--- src/mpsl_pkg.sv ---
// Constants and carrier types for the MII pin strap and LED block
package mpsl_pkg;

  // Clock and derived pin clock rates
  localparam int unsigned CLK_HZ        = 125_000_000;
  localparam int unsigned RXC_FAST_HZ   = 25_000_000;
  localparam int unsigned RXC_SLOW_HZ   = 2_500_000;
  localparam int unsigned RXC_FAST_CYC  = CLK_HZ / RXC_FAST_HZ;
  localparam int unsigned RXC_SLOW_CYC  = CLK_HZ / RXC_SLOW_HZ;

  // Reference clock input in RMII mode, nominal rate
  localparam int unsigned REF_CLK_HZ    = 50_000_000;
  // Cycles without a reference edge before it is reported lost
  localparam int unsigned REF_LOSS_CYC  = 32;
  // Activity blink half period, 100 ms
  localparam int unsigned LED_BLINK_NS  = 100_000_000;
  localparam int unsigned LED_BLINK_CYC = LED_BLINK_NS / (1_000_000_000 / CLK_HZ);

  // Register bus
  localparam int unsigned AW = 5;
  localparam int unsigned DW = 16;

  localparam logic [AW-1:0] REG_CTRL    = 5'h00;
  localparam logic [AW-1:0] REG_STRAP   = 5'h10;
  localparam logic [AW-1:0] REG_IRQ_STS = 5'h11;
  localparam logic [AW-1:0] REG_IRQ_MSK = 5'h12;
  localparam logic [AW-1:0] REG_VEND    = 5'h1F;

  localparam int unsigned CTRL_ISO_BIT    = 10;
  localparam int unsigned CTRL_SPEED_BIT  = 13;
  localparam int unsigned CTRL_LOOP_BIT   = 14;
  localparam int unsigned VEND_INTPOL_BIT = 9;

  // Interrupt status and mask layout
  localparam int unsigned IRQ_LINK    = 0;
  localparam int unsigned IRQ_RXERR   = 1;
  localparam int unsigned IRQ_COL     = 2;
  localparam int unsigned IRQ_REFLOSS = 3;
  localparam int unsigned IRQ_W       = 4;

  localparam logic             INTPOL_RST  = 1'h0;
  localparam logic [IRQ_W-1:0] IRQ_MSK_RST = 4'h0;

  typedef struct packed {
    logic test_mode;
    logic phy_address_bit0_strap;
    logic speed100;
    logic reduced_back_to_back_strap;
    logic rmii;
    logic isolate;
    logic coding_loopback_strap;
  } mpsl_cfg_t;

  // Shared pin levels read back from the pads
  typedef struct packed {
    logic reference_clock_in;
    logic link_activity_led;
    logic intr;
    logic crs;
    logic col;
    logic rxer;
    logic rxdv;
  } mpsl_pin_in_t;

  typedef struct packed {
    logic [3:0] rxd;
    logic       rxdv;
    logic       rxc;
    logic       rxer;
    logic       col;
    logic       crs;
    logic       intr;
    logic       link_activity_led;
    logic       txc;
  } mpsl_pad_t;

  typedef struct packed {
    logic       valid;
    logic       err;
    logic [3:0] data;
  } mpsl_rx_t;

  typedef struct packed {
    logic [AW-1:0] addr;
    logic [DW-1:0] wdata;
    logic          we;
    logic          re;
  } mpsl_req_t;

endpackage

--- src/mpsl_sync.sv ---
// Two flip-flop synchroniser for pad levels
`timescale 1ns/10ps
module mpsl_sync #(
  parameter int unsigned WIDTH = 1
) (
  input  wire logic             mclk_i,
  input  wire logic [WIDTH-1:0] async_i,
  output logic      [WIDTH-1:0] sync_o
);

  typedef struct packed {
    logic [WIDTH-1:0] s1;
    logic [WIDTH-1:0] s2;
  } mpsl_sync_st_t;

  mpsl_sync_st_t q;
  mpsl_sync_st_t d;

  // No reset: straps must be sampled while reset is held
  always_comb
  begin
    d    = q;
    d.s1 = async_i;
    d.s2 = q.s1;
  end

  always_ff @(posedge mclk_i)
  begin
    q <= d;
  end

  assign sync_o = q.s2;

endmodule // mpsl_sync

--- src/mpsl_div.sv ---
// Divider giving a period tick and a half-period level, two selectable periods
`timescale 1ns/10ps
module mpsl_div #(
  parameter int unsigned FAST = 5,
  parameter int unsigned SLOW = 50
) (
  input  wire logic mclk_i,
  input  wire logic rstn_i,
  input  wire logic sel_fast_i,
  output logic      tick_o,
  output logic      level_o
);

  localparam int unsigned CW = $clog2(((FAST > SLOW) ? FAST : SLOW) + 1);
  localparam logic [CW-1:0] FAST_LAST = CW'(FAST - 1);
  localparam logic [CW-1:0] SLOW_LAST = CW'(SLOW - 1);
  localparam logic [CW-1:0] FAST_HALF = CW'(FAST / 2);
  localparam logic [CW-1:0] SLOW_HALF = CW'(SLOW / 2);

  typedef struct packed {
    logic [CW-1:0] cnt;
    logic          sel;
    logic          tick;
    logic          level;
  } mpsl_div_st_t;

  mpsl_div_st_t q;
  mpsl_div_st_t d;

  always_comb
  begin
    d      = q;
    d.sel  = sel_fast_i;
    d.tick = 1'h0;
    // A change of rate restarts the period so no short glitch period appears later
    if (sel_fast_i != q.sel || q.cnt == (q.sel ? FAST_LAST : SLOW_LAST))
    begin
      d.cnt  = '0;
      d.tick = 1'h1;
    end
    else
    begin
      d.cnt = q.cnt + CW'(1);
    end
    d.level = d.cnt < (sel_fast_i ? FAST_HALF : SLOW_HALF);
    if (!rstn_i)
    begin
      d     = '0;
      // Parked on the last count so the first period after reset is a full one
      d.cnt = SLOW_LAST;
    end
  end

  always_ff @(posedge mclk_i)
  begin
    q <= d;
  end

  assign tick_o  = q.tick;
  assign level_o = q.level;

endmodule // mpsl_div

--- src/mpsl_top.sv ---
// MII shared pins: strap capture at reset, clock, data, interrupt and LED drive
`timescale 1ns/10ps
// Operation
// RULE1 - The receive clock pin runs at 25 MHz at 100 Mbps and at 2.5 MHz at 10 Mbps.
// RULE2 - The level on the data valid pin during reset becomes the coding loopback enable.
// RULE3 - The level on the receive error pin during reset becomes the isolate setting.
// RULE4 - The level on the collision pin during reset picks reduced or full MII.
// RULE5 - With reduced MII picked, the carrier sense pin level becomes back-to-back mode.
// RULE6 - The interrupt pin is driven with an active level set by bit 9 of register 1f.
// RULE7 - The level on the interrupt pin during reset becomes bit 0 of the PHY address.
// RULE8 - The level on the LED pin during reset becomes speed select, bit 13 of register 0.
// RULE9 - The transmit clock pin drives the clock, but takes a 50 MHz reference in RMII mode.
// RULE10 - A pull-down on the LED pin during reset means factory test, so boards avoid it.
// RULE11 - Receive data carry a nibble only while data valid is high.
// RULE12 - The LED is high with no link, low with link, and toggles on activity.
// RULE13 - Straps are held from the release of reset and the pins then turn to outputs.
module mpsl_top #(
  parameter int unsigned BLINK_CYC = mpsl_pkg::LED_BLINK_CYC
) (
  input  wire logic                    mclk_i,
  input  wire logic                    rstn_i,
  input  wire mpsl_pkg::mpsl_pin_in_t  pin_i,
  output mpsl_pkg::mpsl_pad_t          pad_o,
  output mpsl_pkg::mpsl_pad_t          pad_oe_o,
  input  wire mpsl_pkg::mpsl_rx_t      rx_i,
  input  wire logic                    col_i,
  input  wire logic                    crs_i,
  input  wire logic                    link_up_i,
  input  wire logic                    activity_i,
  input  wire mpsl_pkg::mpsl_req_t     req_i,
  output logic [mpsl_pkg::DW-1:0]      rdata_o,
  output mpsl_pkg::mpsl_cfg_t          cfg_o,
  output logic                         irq_o
);

  typedef struct packed {
    mpsl_pkg::mpsl_cfg_t       strap;
    mpsl_pkg::mpsl_cfg_t       cfg;
    logic                      intpol;
    logic [mpsl_pkg::IRQ_W-1:0] sts;
    logic [mpsl_pkg::IRQ_W-1:0] msk;
    logic [mpsl_pkg::DW-1:0]   rdata;
    mpsl_pkg::mpsl_pad_t       pad;
    mpsl_pkg::mpsl_pad_t       oe;
    logic                      link_prev;
    logic                      ref_prev;
    logic [5:0]                ref_cnt;
    logic                      ref_alive;
    logic                      irq;
  } mpsl_st_t;

  localparam logic [5:0] REF_LOSS = 6'(mpsl_pkg::REF_LOSS_CYC);

  mpsl_st_t              q;
  mpsl_st_t              d;
  mpsl_pkg::mpsl_pin_in_t pin_s;
  logic                  clk_tick;
  logic                  clk_level;
  logic                  blink_tick;
  logic [mpsl_pkg::IRQ_W-1:0] ev;
  logic [mpsl_pkg::IRQ_W-1:0] w1c;

  mpsl_sync #(
    .WIDTH ($bits(mpsl_pkg::mpsl_pin_in_t))
  ) u_sync (
    .mclk_i  (mclk_i),
    .async_i (pin_i),
    .sync_o  (pin_s)
  );

  // Pin clock divider, one period per nibble
  mpsl_div #(
    .FAST (mpsl_pkg::RXC_FAST_CYC),
    .SLOW (mpsl_pkg::RXC_SLOW_CYC)
  ) u_clkdiv (
    .mclk_i     (mclk_i),
    .rstn_i     (rstn_i),
    .sel_fast_i (q.cfg.speed100),
    .tick_o     (clk_tick),
    .level_o    (clk_level)
  );

  mpsl_div #(
    .FAST (BLINK_CYC),
    .SLOW (BLINK_CYC)
  ) u_blink (
    .mclk_i     (mclk_i),
    .rstn_i     (rstn_i),
    .sel_fast_i (1'h1),
    .tick_o     (blink_tick),
    .level_o    ()
  );

  always_comb
  begin
    d       = q;
    d.rdata = '0;
    ev      = '0;
    w1c     = '0;

    // Pin clocks and receive path
    d.pad.rxc = clk_level; // see RULE1
    // Receive and transmit clocks share the divider; the transmit side is unused in RMII
    d.pad.txc = clk_level; // see RULE9
    if (clk_tick)
    begin
      d.pad.rxdv = rx_i.valid;
      // Nibble forced to zero outside a frame so stale data never leaks out
      d.pad.rxd  = rx_i.valid ? rx_i.data : 4'h0; // see RULE11
      d.pad.rxer = rx_i.err & rx_i.valid;
    end
    d.pad.col = col_i;
    d.pad.crs = crs_i;

    // Link and activity indicator, active low
    if (!link_up_i)
    begin
      d.pad.link_activity_led = 1'h1; // see RULE12
    end
    else if (activity_i)
    begin
      if (blink_tick)
      begin
        d.pad.link_activity_led = ~q.pad.link_activity_led; // see RULE12
      end
    end
    else
    begin
      d.pad.link_activity_led = 1'h0; // see RULE12
    end

    // Reference clock watch, edges found by sampling the synchronised level
    d.ref_prev = pin_s.reference_clock_in;
    if (pin_s.reference_clock_in && !q.ref_prev)
    begin
      d.ref_cnt = '0;
    end
    else if (q.ref_cnt != REF_LOSS)
    begin
      d.ref_cnt = q.ref_cnt + 6'h01;
    end
    d.ref_alive = d.ref_cnt != REF_LOSS;

    // Events
    d.link_prev                  = link_up_i;
    ev[mpsl_pkg::IRQ_LINK]       = link_up_i != q.link_prev;
    ev[mpsl_pkg::IRQ_RXERR]      = rx_i.err & rx_i.valid;
    ev[mpsl_pkg::IRQ_COL]        = col_i;
    ev[mpsl_pkg::IRQ_REFLOSS]    = q.cfg.rmii & q.ref_alive & ~d.ref_alive;

    // Register writes
    if (req_i.we)
    begin
      case (req_i.addr)
        mpsl_pkg::REG_CTRL:
        begin
          d.cfg.speed100              = req_i.wdata[mpsl_pkg::CTRL_SPEED_BIT]; // see RULE8
          d.cfg.coding_loopback_strap = req_i.wdata[mpsl_pkg::CTRL_LOOP_BIT];
          d.cfg.isolate               = req_i.wdata[mpsl_pkg::CTRL_ISO_BIT];
        end
        mpsl_pkg::REG_VEND:
        begin
          d.intpol = req_i.wdata[mpsl_pkg::VEND_INTPOL_BIT]; // see RULE6
        end
        mpsl_pkg::REG_IRQ_STS:
        begin
          w1c = req_i.wdata[mpsl_pkg::IRQ_W-1:0];
        end
        mpsl_pkg::REG_IRQ_MSK:
        begin
          d.msk = req_i.wdata[mpsl_pkg::IRQ_W-1:0];
        end
        default:
        begin
          d.msk = q.msk;
        end
      endcase
    end
    // A new event beats a clear in the same cycle
    d.sts = (q.sts & ~w1c) | ev;

    // Register reads, data valid in the following cycle only
    if (req_i.re)
    begin
      case (req_i.addr)
        mpsl_pkg::REG_CTRL:
        begin
          d.rdata[mpsl_pkg::CTRL_SPEED_BIT] = q.cfg.speed100; // see RULE8
          d.rdata[mpsl_pkg::CTRL_LOOP_BIT]  = q.cfg.coding_loopback_strap;
          d.rdata[mpsl_pkg::CTRL_ISO_BIT]   = q.cfg.isolate;
        end
        mpsl_pkg::REG_VEND:
        begin
          d.rdata[mpsl_pkg::VEND_INTPOL_BIT] = q.intpol;
        end
        mpsl_pkg::REG_STRAP:
        begin
          d.rdata = {8'h00, q.ref_alive, q.strap};
        end
        mpsl_pkg::REG_IRQ_STS:
        begin
          d.rdata = {12'h000, q.sts};
        end
        mpsl_pkg::REG_IRQ_MSK:
        begin
          d.rdata = {12'h000, q.msk};
        end
        default:
        begin
          d.rdata = '0;
        end
      endcase
    end

    // Interrupt level and pin polarity
    d.irq      = |(q.sts & q.msk);
    d.pad.intr = q.intpol ? d.irq : ~d.irq; // see RULE6

    // Output enables follow the current configuration; isolate floats the MII side
    d.oe.rxd               = {4{~q.cfg.isolate}}; // see RULE3
    d.oe.rxdv              = ~q.cfg.isolate;
    d.oe.rxc               = ~q.cfg.isolate;
    d.oe.rxer              = ~q.cfg.isolate;
    d.oe.col               = ~q.cfg.isolate;
    d.oe.crs               = ~q.cfg.isolate;
    d.oe.txc               = ~q.cfg.isolate & ~q.cfg.rmii; // see RULE9
    d.oe.intr              = 1'h1; // see RULE13
    d.oe.link_activity_led = 1'h1;

    // Reset: every pin released to its strap resistor and the levels sampled
    if (!rstn_i)
    begin
      d                                  = '0;
      d.intpol                           = mpsl_pkg::INTPOL_RST;
      d.msk                              = mpsl_pkg::IRQ_MSK_RST;
      d.pad.link_activity_led            = 1'h1;
      d.strap.coding_loopback_strap      = pin_s.rxdv; // see RULE2
      d.strap.isolate                    = pin_s.rxer; // see RULE3
      d.strap.rmii                       = pin_s.col; // see RULE4
      d.strap.reduced_back_to_back_strap = pin_s.col & pin_s.crs; // see RULE5
      d.strap.phy_address_bit0_strap     = pin_s.intr; // see RULE7
      d.strap.speed100                   = pin_s.link_activity_led; // see RULE8
      // Shares the speed pin; a low level reads as both 10 Mbps and test
      d.strap.test_mode                  = ~pin_s.link_activity_led; // see RULE10
      d.cfg                              = d.strap; // see RULE13
    end
  end

  always_ff @(posedge mclk_i)
  begin
    q <= d;
  end

  assign pad_o    = q.pad;
  assign pad_oe_o = q.oe;
  assign rdata_o  = q.rdata;
  assign cfg_o    = q.cfg;
  assign irq_o    = q.irq;
endmodule // mpsl_top

--- config.mk ---
export PLATFORM = sky130hd
export DESIGN_NAME = mpsl_top
export DESIGN_NICKNAME = d
export VERILOG_FILES = /design/src/mpsl_pkg.sv /design/src/mpsl_sync.sv /design/src/mpsl_div.sv /design/src/mpsl_top.sv
export SDC_FILE = /design/constraint.sdc
export NUM_CORES = 1
export LEC_CHECK = 0
export ABC_AREA = 0
export BUFFER_PORTS_ARGS = -buffer_cell sky130_fd_sc_hd__buf_2
export CORE_MARGIN = 5
export CORE_UTILIZATION = 55
export CTS_BUF_LIST = sky130_fd_sc_hd__clkbuf_2 sky130_fd_sc_hd__clkbuf_4 sky130_fd_sc_hd__clkbuf_8
export DETAILED_ROUTE_END_ITERATION = 10
export GPL_TIMING_DRIVEN = 0
export HOLD_SLACK_MARGIN = 0.12
export PLACE_DENSITY = 0.79
export SLEW_MARGIN = 20
export SYNTH_ARGS = -nofsm -noshare
export SYNTH_HDL_FRONTEND = slang
export SYNTH_SLANG_ARGS = --single-unit
--- constraint.sdc ---
create_clock -name mclk_i -period 3.05 [get_ports mclk_i]
set_clock_uncertainty 0.15 [all_clocks]
set_input_delay 0.4575 -clock mclk_i [delete_from_list [all_inputs] [get_ports mclk_i]]
set_output_delay 0.4575 -clock mclk_i [all_outputs]
set_load 0.01 [all_outputs]
Yosys cells after proc, flatten, opt, wreduce, memory -nomap -nowiden
Cells that the tools add are included.
{ "totals": {"regBits": 110, "out_inout_bits": 48, "input_bits": 42, "word_cells": 122} }
{ "op_classes": {"order_cmp": 2, "eq_ne": 13, "n_bitwise": 16, "reduce_logical": 13, "n_addsub": 3, "n_mux": 31} }
{ "op_table": {"columns": ["operator", "count"], "rows": [
  ["2-to-1 mux 64 bit", 1],
  ["adder 24 x 1 -> 24 bit, second input constant", 1],
  ["== test 24 bit, second input constant", 1],
  ["< comparator 24 x 23 -> 1 bit, second input constant", 1],
  ["2-to-1 mux 24 bit", 1],
  ["2-to-1 mux 6 bit", 4],
  ["case mux 8 bit (3 select lines)", 1],
  ["== test 5 bit, second input constant", 4],
  ["2-to-1 mux 4 bit", 5],
  ["2-to-1 mux 15 bit", 1],
  ["adder 6 x 1 -> 6 bit, second input constant", 2],
  ["2-to-1 mux 1 bit", 12],
  ["inequality test 6 bit, second input constant", 2],
  ["2-to-1 mux 5 bit", 2],
  ["AND reduction 2 bit", 5],
  ["bitwise AND 4 bit", 2],
  ["inverter 1 bit", 7],
  ["== test 6 bit", 1],
  ["< comparator 6 bit", 1],
  ["2-to-1 mux 3 bit", 2],
  ["inequality test 2 x 1 -> 1 bit, second input constant", 3],
  ["AND reduction 3 bit", 2],
  ["bitwise AND 1 bit", 5],
  ["logical NOT 5 bit", 1],
  ["other kinds (8)", 11]
]} }

Logic depth before layout (Yosys ltp)
Gate-level depths: netlist (run 1).
{ "logic_depth": {"depth_word": 8, "depth_mapped": 9, "ltp_nobuf": 8} }

Modules after synthesis
From an unflattened synthesis (run 1), not the netlist that was laid out.
{ "hier_totals": {"hier_cells": 479, "hier_area_um2": 4608.2} }
{ "modules_own_cells": {"columns": ["mod", "seq_area_each_um2", "n_inst", "area_per_inst_um2", "cells_per_inst"], "rows": [
  ["mpsl_top", 1201.2, 1, 2456.1, 254],
  ["mpsl_div at u_blink", 540.5, 1, 1403.8, 165],
  ["mpsl_div at u_clkdiv", 180.2, 1, 467.9, 46],
  ["mpsl_sync", 280.3, 1, 280.3, 14]
]} }

Least setup slack after synthesis (run 1)
No wires, ideal clock.
{ "synth_timing": {"path_type": "register to register", "from": "register u_clkdiv.q[3] in the netlist's numbering", "to": "register u_clkdiv.q (netlist bit u_clkdiv.level_o)", "t_required_ns": 2.800, "n_path_buf": 1, "path_slack_ns": 0.890, "setup_ns": 0.100, "arrival_ns": 1.910, "stages_incl_launch_ff": 10, "synth_period_minus_slack_ns": 2.160, "path_cell_list": "dfxtp_1 -> nor4b_2 -> a21oi_1 -> mux2i_1 -> buf_4 -> nor2b_1 -> ha_1 -> a21o_1 -> o2111a_1 -> a2111oi_4"} }
{ "synth_via": {"elab_chain_cells": 4, "elab_cells_between_ends": 5, "classes_between": "add/sub: 1; order compare: 1; eq/ne: 1; mux: 1; reduce/logical: 1"} }
{ "synth_rtl": {"columns": ["element", "line", "rtl"], "rows": [
  ["start: declaration", "mpsl_div.sv:27", "mpsl_div_st_t q;"],
  ["start signal: assignment", "mpsl_div.sv:56", "q <= d;"],
  ["parallel branches: the longest is 2 deep, another holds adder 6 x 1 -> 6 bit", null, null],
  ["2-to-1 mux 6 bit *", "mpsl_div.sv:36", "if (sel_fast_i != q.sel || q.cnt == (q.sel ? FAST_LAST : SLOW_LAST))"],
  ["< comparator 6 bit *", "mpsl_div.sv:45", "d.level = d.cnt < (sel_fast_i ? FAST_HALF : SLOW_HALF);"]
]} }
Mark *: on every way between the ends.
A chain may end at the register's enable or synchronous reset.

Worst setup path in the final report (run 1)
Same ends and word-level chain as after synthesis.

==> impl_metrics.json, run 1 <==
{
  "asyncSetResetFlopFracSynth": 0,
  "maxSlewHeadroom": 0.411,
  "fin_cells": 645,
  "power.leakage_nw": 2.26,
  "synthesis.yosys.warnings": 0,
  "power.density_cell_area_nw_per_um2": 521,
  "cp_top_family": "compound AO/OA/AOI/OAI gates",
  "cts.sink_count": 103,
  "wirelength_um": 8880,
  "period_share": 0.787,
  "htree_levels": 3,
  "final_setup_violations": 0,
  "grt_first_pass_wirelength_um": 15200,
  "std_cell_rows": 32,
  "synth_seq_cells": 103,
  "layout_common_cells": "sky130_fd_sc_hd__dfxtp_1, sky130_fd_sc_hd__buf_2, sky130_fd_sc_hd__buf_4",
  "clkLatencyLatePin_ns": 0.36,
  "max_slew_violation_total_from_the_final_report": 0,
  "timing.reg2reg.setup_slack_ns": 0.65,
  "place.detailed.instances": 622,
  "finish.net_count": 588,
  "setup_tns_ns": 0,
  "drcViolationCount": 0,
  "area_growth_syn_to_layout_pct": 18.7,
  "fp.dieArea_um2": 9760,
  "grt_antenna_before_repair": 0,
  "timing.critical_path.to_type": "flip-flop",
  "post_synth.cell_area_avg_um2": 9.83,
  "hold_path.startpoint": "crs_i",
  "worst_path_largest_cell_delay_ns": 0.38,
  "numCtsBuffers": 9,
  "path_depth": 9,
  "chipWidth_um": 98.8,
  "worstHoldPathType": "primary input to flip-flop",
  "postSynth.topFlopCell": "sky130_fd_sc_hd__dfxtp_1",
  "synth.yosys.seq_area_share": 0.499,
  "per_cell_via_count_in_the_routed_design": 5.07,
  "grt_setup_unrepaired": "no",
  "worst-path-buf-inv": 1,
  "most_common_library_cell_in_the_layout_ignoring_fill_and_taps": "sky130_fd_sc_hd__dfxtp_1",
  "cts_tree": "built",
  "fmaxAchievable_mhz": 417,
  "chipHeight_um": 98.8,
  "core_footprint_um2": 7690,
  "dr.pass1.iters": 4,
  "dr_total_vias": 3270,
  "place_congestion": 0.850,
  "syn-instance-count": 441,
  "clk_transition_reported_paths_ns": 0.09,
  "yosys-top-cells-area": "sky130_fd_sc_hd__dfxtp_1, sky130_fd_sc_hd__buf_4, sky130_fd_sc_hd__edfxtp_1",
  "worstPathRequired_ns": 3.16,
  "hold-path-endpoint": "pad_o[3]",
  "dp_hpwl_um": 6420,
  "synth_cell_area_um2": 4340,
  "cp_cell_sequence": "nor4b_2 > a21oi_1 > mux2i_1 > buf_4 > nor2b_1 > ha_1 > a21o_1 > o2111a_1 > a2111oi_4",
  "run_status": "finished clean",
  "floorplan.initialDensity": 0.564,
  "ctsRootBufferMaster": "sky130_fd_sc_hd__clkbuf_8",
  "max_cap_viol_count": 0,
  "top_level_pins": 90,
  "cp_slowest_cell": "sky130_fd_sc_hd__dfxtp_1",
  "cp.arrival_ns": 2.51,
  "yosysUniqueCellTypes": 51,
  "worstReg2RegEnd": "u_clkdiv.level_o",
  "vdd_ir_drop_max_mv": 0.355,
  "worst-path-max-fanout": 10,
  "setup.worst_path.class": "flip-flop to flip-flop",
  "track_usage": 0.190,
  "synth_enable_flop_cells": 10,
  "cts.path.max_buffers": 2,
  "detail_route.iter0.violations": 115,
  "ctsResizeCount": 0,
  "synth_top_area_frac": 0.429,
  "whs_path_depth": 2,
  "grt_start_max_net_pins": 17,
  "buffer_ports.inserted": 76,
  "post_drt_wl_per_cell_um": 13.8,
  "first_global_vias": 3270,
  "hold_viol_final": 0,
  "r2r-start": "u_clkdiv.q[3]",
  "hold_ws_ns": 0.152,
  "setup.worst_path.start_class": "flip-flop",
  "n_antenna_cell": 0,
  "post-route-min-period_ns": 2.40,
  "grt_remaining_overflow": 0,
  "rr_worst_depth": 9,
  "share_of_layout_cells_above_drive_strength_1": 0.304,
  "antenna_left": 0,
  "max_slew.worst_pin.slew_ns": 0.883,
  "synth_area_leader_cell": "sky130_fd_sc_hd__dfxtp_1"
}
-- synth_stat cells, drive strengths merged, types with 5 or more instances --
cell and count:
nand3 25, xor2 21, and4 7, edfxtp 10, and3 6, a22oi 7, nand2 33, buf 54
ha 7, o21ai 24, inv 10, a21oi 16, nor2 38, and2 15, dfxtp 93, clkbuf 9
xnor2 13, nand4 9, nor3 11, nand2b 5
-- final cells by class --
class                   count  area (um^2)
plain buffers              63          434
inverters                  10         37.5
clock inverters             5         81.3
clock buffers              10          131
flip-flops and latches    103         2160
repair buffers             84          460
multi-input cells         268         1710
fillers                   620         2540
well taps                 102          128
-- sequential cells by signal, summed over array words and instances, names as in the netlist, 7 cells and up --
signal         cells
u_blink.q         24
q                 21
rdata_o           12
pad_o             11
cfg_o              7
u_clkdiv.q         7
u_sync.d           7
u_sync.sync_o      7
-- power by group --
part,internal (W),switching [W]
clock network,0.000469,0.000441
logic,0.000146,0.000140
registers,0.00143,0.0000526
-- what timing repair did --
item | CTS | global route
hold endpoints to repair | 8 | 0
setup buffers | 0 | 0
endpoints found under the setup margin | 0 | 0
hold buffers | 8 | 0
-- per-stage QoR --
stage	setup WS, ns	utilization	instance area [um^2]	power (W)
2_1_floorplan	0.890	-	4350	0.00169
6_report	0.651	0.670	5150	0.00268
3_5_place_dp	0.707	0.632	4850	0.00179
4_1_cts	0.647	0.670	5150	0.00270
5_1_grt	0.479	0.670	5150	0.00280
3_3_place_gp	0.711	0.632	4850	0.00178
-- routing by layer --
metal	vias to the layer above	global-route usage	wire [um]
met2	112	0.306	4140
met5	-	0	0
met4	0	0.0861	270
met3	21	0.0481	661
met1	1496	0.238	3800
li1	1641	-	-
-- worst register-to-register path, delay by kind of cell (launching register included) --
kind / cells / cell delay, ns
simple gates: 2 / 0.36
mux: 1 / 0.20
flops: 1 / 0.38
buf+inv: 1 / 0.21
compound gates: 4 / 0.76
fa+ha+maj: 1 / 0.27
-- worst max path at each step --
| stage | startpoint | endpoint |
|---|---|---|
| floorplan | u_clkdiv.q[3] | u_clkdiv.level_o |
| global placement | u_clkdiv.q[3] | u_clkdiv.level_o |
| detailed placement | u_clkdiv.q[3] | u_clkdiv.level_o |
| CTS | cfg_o[4] | u_clkdiv.level_o |
| global route | u_clkdiv.q[5] | u_clkdiv.level_o |
| finish | u_clkdiv.q[3] | u_clkdiv.level_o |
-- logic make-up after synthesis --
group           count (synthesis)  share of synthesized area
flops                         103                      0.499
compound gates                 55                     0.0794
mux                             8                     0.0196
fa+ha+maj                       7                     0.0202
buf+inv                        73                      0.109
simple gates                  160                      0.204
xor+xnor                       34                     0.0687
other cells                     1                   0.000865
(Power assumes the default switching activity.)
==> run 2, diff against run 1 <==
--- a/config.mk
+++ b/config.mk
@@ -5,15 +5,15 @@
 export SDC_FILE = /design/constraint.sdc
 export NUM_CORES = 1
 export LEC_CHECK = 0
-export ABC_AREA = 0
+export ABC_AREA = 1
 export BUFFER_PORTS_ARGS = -buffer_cell sky130_fd_sc_hd__buf_2
 export CORE_MARGIN = 5
-export CORE_UTILIZATION = 55
+export CORE_UTILIZATION = 51
 export CTS_BUF_LIST = sky130_fd_sc_hd__clkbuf_2 sky130_fd_sc_hd__clkbuf_4 sky130_fd_sc_hd__clkbuf_8
 export DETAILED_ROUTE_END_ITERATION = 10
 export GPL_TIMING_DRIVEN = 0
 export HOLD_SLACK_MARGIN = 0.12
-export PLACE_DENSITY = 0.79
+export PLACE_DENSITY = 0.77
 export SLEW_MARGIN = 20
 export SYNTH_ARGS = -nofsm -noshare
 export SYNTH_HDL_FRONTEND = slang
==> constraint.sdc (replaced) <==
create_clock -name mclk_i -period 2 [get_ports mclk_i]
set_clock_uncertainty 0.15 [all_clocks]
set_input_delay 0.3 -clock mclk_i [delete_from_list [all_inputs] [get_ports mclk_i]]
set_output_delay 0.3 -clock mclk_i [all_outputs]
set_load 0.01 [all_outputs]
==> impl_metrics.json, run 2 <==
{
  "timing.critical_path.to_type": "flip-flop",
  "cts.sink_count": 103,
  "worstHoldPathType": "primary input to flip-flop",
  "hold-path-endpoint": "q[55]",
  "vdd_ir_drop_max_mv": 0.345,
  "switchingPower_w": 0.00110,
  "rr_worst_depth": 8,
  "fill_cells": 703,
  "area_growth_syn_to_layout_pct": 23.3,
  "setup.worst_path.start_class": "flip-flop",
  "detail_route.iter0.violations": 235,
  "final-seq-area_um2": 2170,
  "std_cell_rows": 34,
  "yosysUniqueCellTypes": 35,
  "synth.yosys.seq_area_share": 0.475,
  "whs_path_depth": 3,
  "fmaxAchievable_mhz": 535,
  "synth_area_leader_cell": "sky130_fd_sc_hd__dfxtp_1",
  "final_setup_violations": 0,
  "chipWidth_um": 104,
  "ctsRootBufferMaster": "sky130_fd_sc_hd__clkbuf_8",
  "cp_cell_sequence": "ha_1 > nand2_2 > nor2_4 > nand3_1 > nor2_1 > nor2_2 > nand2_2 > nor2_1",
  "seqPwrFrac": 0.546,
  "cp.arrival_ns": 2.02,
  "run_status": "finished clean",
  "synth_commonest_cells": "sky130_fd_sc_hd__nand2_1, sky130_fd_sc_hd__dfxtp_1, sky130_fd_sc_hd__inv_1",
  "asyncSetResetFlopFracSynth": 0,
  "clock_power_share": 0.330,
  "max_slew_violation_total_from_the_final_report": 0,
  "core_footprint_um2": 8720,
  "cts.path.max_buffers": 2,
  "grt_antenna_before_repair": 0,
  "antenna_left": 0,
  "place_congestion": 0.863,
  "worst-path-max-fanout": 8,
  "fin_total_pwr_w": 0.00414,
  "most_common_library_cell_in_the_layout_ignoring_fill_and_taps": "sky130_fd_sc_hd__nand2_1",
  "power.internal_w": 0.00304,
  "fp.dieArea_um2": 10900,
  "hold_viol_final": 0,
  "dr_total_vias": 4025,
  "htree_levels": 3,
  "p_comb_frac": 0.123,
  "synth.most_common_cell": "sky130_fd_sc_hd__nand2_1",
  "timing.reg2reg.setup_slack_ns": 0.13,
  "post-route-min-period_ns": 1.87,
  "setup.worst_path.class": "flip-flop to flip-flop",
  "syn-instance-count": 571,
  "area_of_combinational_cells_with_multiple_inputs_um2": 1750,
  "place.detailed.instances": 758,
  "fin_cells": 805,
  "cts_tree": "built",
  "chipHeight_um": 104,
  "r2r-start": "u_blink.q[3]",
  "grt_first_pass_wirelength_um": 17700,
  "layout_common_cells": "sky130_fd_sc_hd__nand2_1, sky130_fd_sc_hd__dfxtp_1, sky130_fd_sc_hd__buf_2",
  "postSynth.topFlopCell": "sky130_fd_sc_hd__dfxtp_1",
  "synthesis.yosys.warnings": 0,
  "floorplan.initialDensity": 0.522,
  "power_switching_share": 0.266,
  "power.density_cell_area_nw_per_um2": 737,
  "dr.pass1.iters": 7,
  "cp_top_family": "simple AND/OR/NAND/NOR gates",
  "worst-path-buf-inv": 0,
  "numCtsBuffers": 9,
  "largest_register_by_flop_count": "u_blink.q",
  "grt_start_max_net_pins": 19,
  "synth_enable_flop_cells": 10,
  "post_drt_wl_per_cell_um": 12.9,
  "hold_path.startpoint": "rx_i[4]",
  "share_of_layout_cells_above_drive_strength_1": 0.253,
  "largest_register_ff_count": 24,
  "finish.net_count": 741,
  "worstReg2RegEnd": "u_blink.q[10]",
  "worstPathRequired_ns": 2.15,
  "per_cell_via_count_in_the_routed_design": 5.00,
  "synth_cell_area_um2": 4550,
  "track_usage": 0.194,
  "synth_seq_cells": 103,
  "drcViolationCount": 0,
  "power.leakage_nw": 2.71,
  "n_antenna_cell": 0,
  "period_share": 0.935,
  "synth_top_area_frac": 0.409,
  "max_slew.worst_pin.slew_ns": 0.809,
  "post_synth.cell_area_avg_um2": 7.97,
  "maxSlewHeadroom": 0.461,
  "cp_slowest_cell": "sky130_fd_sc_hd__dfxtp_2",
  "clk_transition_reported_paths_ns": 0.10,
  "top_level_pins": 90,
  "max_cap_viol_count": 0,
  "dp_hpwl_um": 7640,
  "buffer_ports.inserted": 76,
  "worst_path_largest_cell_delay_ns": 0.35,
  "wirelength_um": 10400,
  "first_global_vias": 3990,
  "clkLatencyLatePin_ns": 0.37,
  "yosys-top-cells-area": "sky130_fd_sc_hd__dfxtp_1, sky130_fd_sc_hd__nand2_1, sky130_fd_sc_hd__buf_4",
  "grt_remaining_overflow": 0
}
## run 2: cells by family (layout without fill, tap and decap cells)
group,count (synthesis),in the layout,synth area share
AO/OA/AOI/OAI,53,53,0.0641
AND/OR/NAND/NOR,263,263,0.267
adder cells (fa/ha/maj),7,7,0.0192
flip-flops,103,103,0.475
buffers and inverters,129,252,0.145
XOR/XNOR,15,15,0.0289
other,1,4,0.000824
## run 2: through the flow
stage               setup TNS, ns  setup slack (ns)  instance area [um^2]  hold WS, ns   util
global route             -0.00124          -0.00124                  5610        0.132  0.643
detailed placement              0            0.0305                  5080        0.163  0.582
global placement                0            0.0420                  5080        0.161  0.582
floorplan                       0             0.260                  4560        0.160      -
CTS                             0            0.0299                  5580        0.129  0.640
finish                          0             0.130                  5610        0.134  0.643
## run 2: what timing repair did
action,in CTS,in global routing
gates resized for setup,1,7
setup buffers,1,1
hold buffers,29,0
hold endpoints to repair,27,0
endpoints found under the setup margin,1,8
## run 2: final cells by class
cell class	instances	share of cell area
Buffer	55	0.0682
Clock buffer	10	0.0234
Clock inverter	6	0.0138
Inverter	74	0.0495
Multi-Input combinational cell	342	0.313
Sequential cell	103	0.386
Tap cell	108	0.0241
Timing Repair Buffer	107	0.122
## run 2: worst max-delay path by stage
stage                        startpoint          endpoint  slack, ns  cells past startpoint
after detailed placement       cfg_o[4]  u_clkdiv.level_o       0.03                     12
after CTS                 u_clkdiv.q[3]  u_clkdiv.level_o       0.03                     13
final                      u_blink.q[3]     u_blink.q[10]       0.13                      8
after floorplan           u_clkdiv.q[3]  u_clkdiv.level_o       0.26                     13
after global routing       u_blink.q[4]     u_blink.q[21]     -0.001                      9
after global placement         cfg_o[4]  u_clkdiv.level_o       0.04                     11
## run 2: per-layer routing
metal | routed length [um] | vias up | global-route usage
li1 | - | 2007 | -
met1 | 4540 | 1861 | 0.232
met2 | 5100 | 136 | 0.337
met3 | 616 | 21 | 0.0372
met4 | 154 | 0 | 0.0833
met5 | 0 | - | 0
## run 2: worst min-delay path, delay by kind of cell
family	cells	cell delay, ns
simple gates	1	0.12
buf+inv	1	0.10
compound gates	1	0.08
## run 2: power groups by stage
stage | clock network (W) | registers [W] | logic [W]
3_5_place_dp | 0 | 0.00230 | 0.000449
4_1_cts | 0.00139 | 0.00226 | 0.000501
2_1_floorplan | 0 | 0.00228 | 0.000312
5_1_grt | 0.00148 | 0.00227 | 0.000570
3_3_place_gp | 0 | 0.00230 | 0.000437
6_report | 0.00137 | 0.00226 | 0.000510
==> run 3, diff against run 2 <==
--- a/config.mk
+++ b/config.mk
@@ -8,12 +8,12 @@
 export ABC_AREA = 1
 export BUFFER_PORTS_ARGS = -buffer_cell sky130_fd_sc_hd__buf_2
 export CORE_MARGIN = 5
-export CORE_UTILIZATION = 51
+export CORE_UTILIZATION = 55
 export CTS_BUF_LIST = sky130_fd_sc_hd__clkbuf_2 sky130_fd_sc_hd__clkbuf_4 sky130_fd_sc_hd__clkbuf_8
 export DETAILED_ROUTE_END_ITERATION = 10
 export GPL_TIMING_DRIVEN = 0
 export HOLD_SLACK_MARGIN = 0.12
-export PLACE_DENSITY = 0.77
+export PLACE_DENSITY_LB_ADDON = 0.08
 export SLEW_MARGIN = 20
 export SYNTH_ARGS = -nofsm -noshare
 export SYNTH_HDL_FRONTEND = slang
==> constraint.sdc (replaced) <==
create_clock -name mclk_i -period 2.11 [get_ports mclk_i]
set_clock_uncertainty 0.15 [all_clocks]
set_input_delay 0.3165 -clock mclk_i [delete_from_list [all_inputs] [get_ports mclk_i]]
set_output_delay 0.3165 -clock mclk_i [all_outputs]
set_load 0.01 [all_outputs]
==> impl_metrics.json, run 3 (same netlist as run 2, synthesis figures left out) <==
{
  "run_status": "finished clean",
  "dr_total_vias": 3871,
  "cp_slowest_cell": "sky130_fd_sc_hd__edfxtp_1",
  "place.detailed.instances": 755,
  "finish.net_count": 741,
  "post-route-min-period_ns": 1.86,
  "layout_common_cells": "sky130_fd_sc_hd__nand2_1, sky130_fd_sc_hd__dfxtp_1, sky130_fd_sc_hd__buf_2",
  "dr.pass1.iters": 4,
  "track_usage": 0.204,
  "final_cell_area_excluding_filler_cells_um2": 5580,
  "top_level_pins": 90,
  "fp.dieArea_um2": 10200,
  "area_of_combinational_cells_with_multiple_inputs_um2": 1740,
  "period_share": 0.882,
  "clkLatencyLatePin_ns": 0.36,
  "clk_transition_reported_paths_ns": 0.09,
  "cp_cell_sequence": "nor2_1 > nand2_1 > nand2_1 > inv_2 > nor3_1 > ha_1 > inv_1 > o21bai_1 > nand2_1 > nand2_1 > nor2_1",
  "max_slew_violation_total_from_the_final_report": 0,
  "whs_path_depth": 3,
  "cts_tree": "built",
  "cts.sink_count": 103,
  "grt_remaining_overflow": 0,
  "grt_antenna_before_repair": 0,
  "wirelength_um": 10100,
  "setup.worst_path.start_class": "flip-flop",
  "place_area_um2": 5070,
  "first_global_vias": 3640,
  "grt_start_max_net_pins": 18,
  "hold_path.startpoint": "rstn_i",
  "worst-path-max-fanout": 6,
  "floorplan.initialDensity": 0.559,
  "setup_tns_ns": 0,
  "fin_cells": 803,
  "antenna_left": 0,
  "buffer_ports.inserted": 76,
  "setup.worst_path.class": "flip-flop to flip-flop",
  "per_cell_via_count_in_the_routed_design": 4.82,
  "chipWidth_um": 101,
  "maxSlewHeadroom": 0.442,
  "cp.arrival_ns": 2.01,
  "numCtsBuffers": 9,
  "fill_cells": 694,
  "timing.reg2reg.setup_slack_ns": 0.25,
  "htree_levels": 3,
  "final_setup_violations": 0,
  "place_congestion": 0.870,
  "largest_register_by_flop_count": "u_blink.q",
  "max_cap_viol_count": 0,
  "most_common_library_cell_in_the_layout_ignoring_fill_and_taps": "sky130_fd_sc_hd__nand2_1",
  "hold_viol_final": 0,
  "detail_route.iter0.violations": 132,
  "drcViolationCount": 0,
  "cp_top_family": "simple AND/OR/NAND/NOR gates",
  "worstPathRequired_ns": 2.26,
  "dp_worst_setup_slack_ns": 0.0863,
  "share_of_layout_cells_above_drive_strength_1": 0.245,
  "std_cell_rows": 33,
  "grt_first_pass_wirelength_um": 16600,
  "largest_register_ff_count": 24,
  "post_drt_wl_per_cell_um": 12.6,
  "worstHoldPathType": "primary input to flip-flop",
  "fmaxAchievable_mhz": 537,
  "grt_setup_unrepaired": "no",
  "worst-path-buf-inv": 2,
  "worst_path_largest_cell_delay_ns": 0.46,
  "worst_slack_ns": 0.248,
  "timing.critical_path.to_type": "flip-flop",
  "chipHeight_um": 101,
  "power.density_cell_area_nw_per_um2": 685,
  "ctsRootBufferMaster": "sky130_fd_sc_hd__clkbuf_8",
  "max_slew.worst_pin.slew_ns": 0.838,
  "dp_hpwl_um": 7230,
  "vdd_ir_drop_max_mv": 0.373,
  "area_growth_syn_to_layout_pct": 22.7,
  "final-seq-area_um2": 2160,
  "power.leakage_nw": 2.69,
  "core_footprint_um2": 8130,
  "worstReg2RegEnd": "u_clkdiv.level_o",
  "critical_path.most_common_cell": "sky130_fd_sc_hd__nand2_1",
  "hold-path-endpoint": "rdata_o[9]",
  "cts.path.max_buffers": 2,
  "r2r-start": "cfg_o[4]",
  "rr_worst_depth": 11
}
[run 3: changes by cell type in the layout (fill, tap and decap cells not counted), sizes merged]
| cell | before | now |
|---|---|---|
| buf | 128 | 127 |
| clkbuf | 15 | 14 |
| clkinv | 3 | 5 |
| clkinvlp | 1 | 2 |
| diode | 0 | 1 |
| dlygate4sd3 | 29 | 30 |
| inv | 75 | 73 |
[run 3: cell type report]
class	count	share of cell area
flip-flops and latches	103	0.388
multi-input cells	342	0.312
repair buffers	107	0.123
plain buffers	55	0.0686
inverters	74	0.0498
well taps	105	0.0235
clock buffers	9	0.0222
clock inverters	7	0.0128
diodes	1	0.000448
[run 3: per-stage QoR]
stage	utilization	power, W	hold WS, ns
6_report	0.686	0.00382	0.134
5_1_grt	0.686	0.00403	0.144
4_1_cts	0.685	0.00386	0.122
3_5_place_dp	0.624	0.00261	0.165
3_3_place_gp	0.624	0.00260	0.162
2_1_floorplan	-	0.00246	0.160
[run 3: what timing repair did]
item,CTS,global route
setup buffers,0,1
gates resized for setup,0,3
hold endpoints to repair,27,0
setup endpoints to repair,0,1
hold buffers,30,0
[run 3: metal layers]
metal,wire length (um),GRT usage
met5,0,0
met4,153,0.0726
met3,612,0.0478
met2,4900,0.346
met1,4430,0.255
[run 3: report_power, final]
part / leakage, nW / switching [W] / total, W / internal (W)
sequential: 0.868 / 0.0000694 / 0.00214 / 0.00207
combinational: 1.73 / 0.000256 / 0.000474 / 0.000218
clock: 0.0933 / 0.000662 / 0.00121 / 0.000549
[run 3: worst max path at each step]
stage / from / to / slack [ns] / cells past startpoint
finish: cfg_o[4] / u_clkdiv.level_o / 0.25 / 11
global route: cfg_o[4] / u_clkdiv.level_o / 0.02 / 11
CTS: cfg_o[4] / u_clkdiv.level_o / 0.09 / 11
detailed placement: cfg_o[4] / u_clkdiv.level_o / 0.09 / 11
global placement: rstn_i / cfg_o[0] / 0.09 / 4
floorplan: u_clkdiv.q[3] / u_clkdiv.level_o / 0.37 / 13
[run 3: worst register-to-register path: stages (launching register included)]
cell	delay (ns)
sky130_fd_sc_hd__edfxtp_1	0.46
sky130_fd_sc_hd__nor2_1	0.12
sky130_fd_sc_hd__nand2_1	0.06
sky130_fd_sc_hd__nand2_1	0.15
sky130_fd_sc_hd__inv_2	0.09
sky130_fd_sc_hd__nor3_1	0.18
sky130_fd_sc_hd__ha_1	0.28
sky130_fd_sc_hd__inv_1	0.06
sky130_fd_sc_hd__o21bai_1	0.06
sky130_fd_sc_hd__nand2_1	0.06
sky130_fd_sc_hd__nand2_1	0.05
sky130_fd_sc_hd__nor2_1	0.09
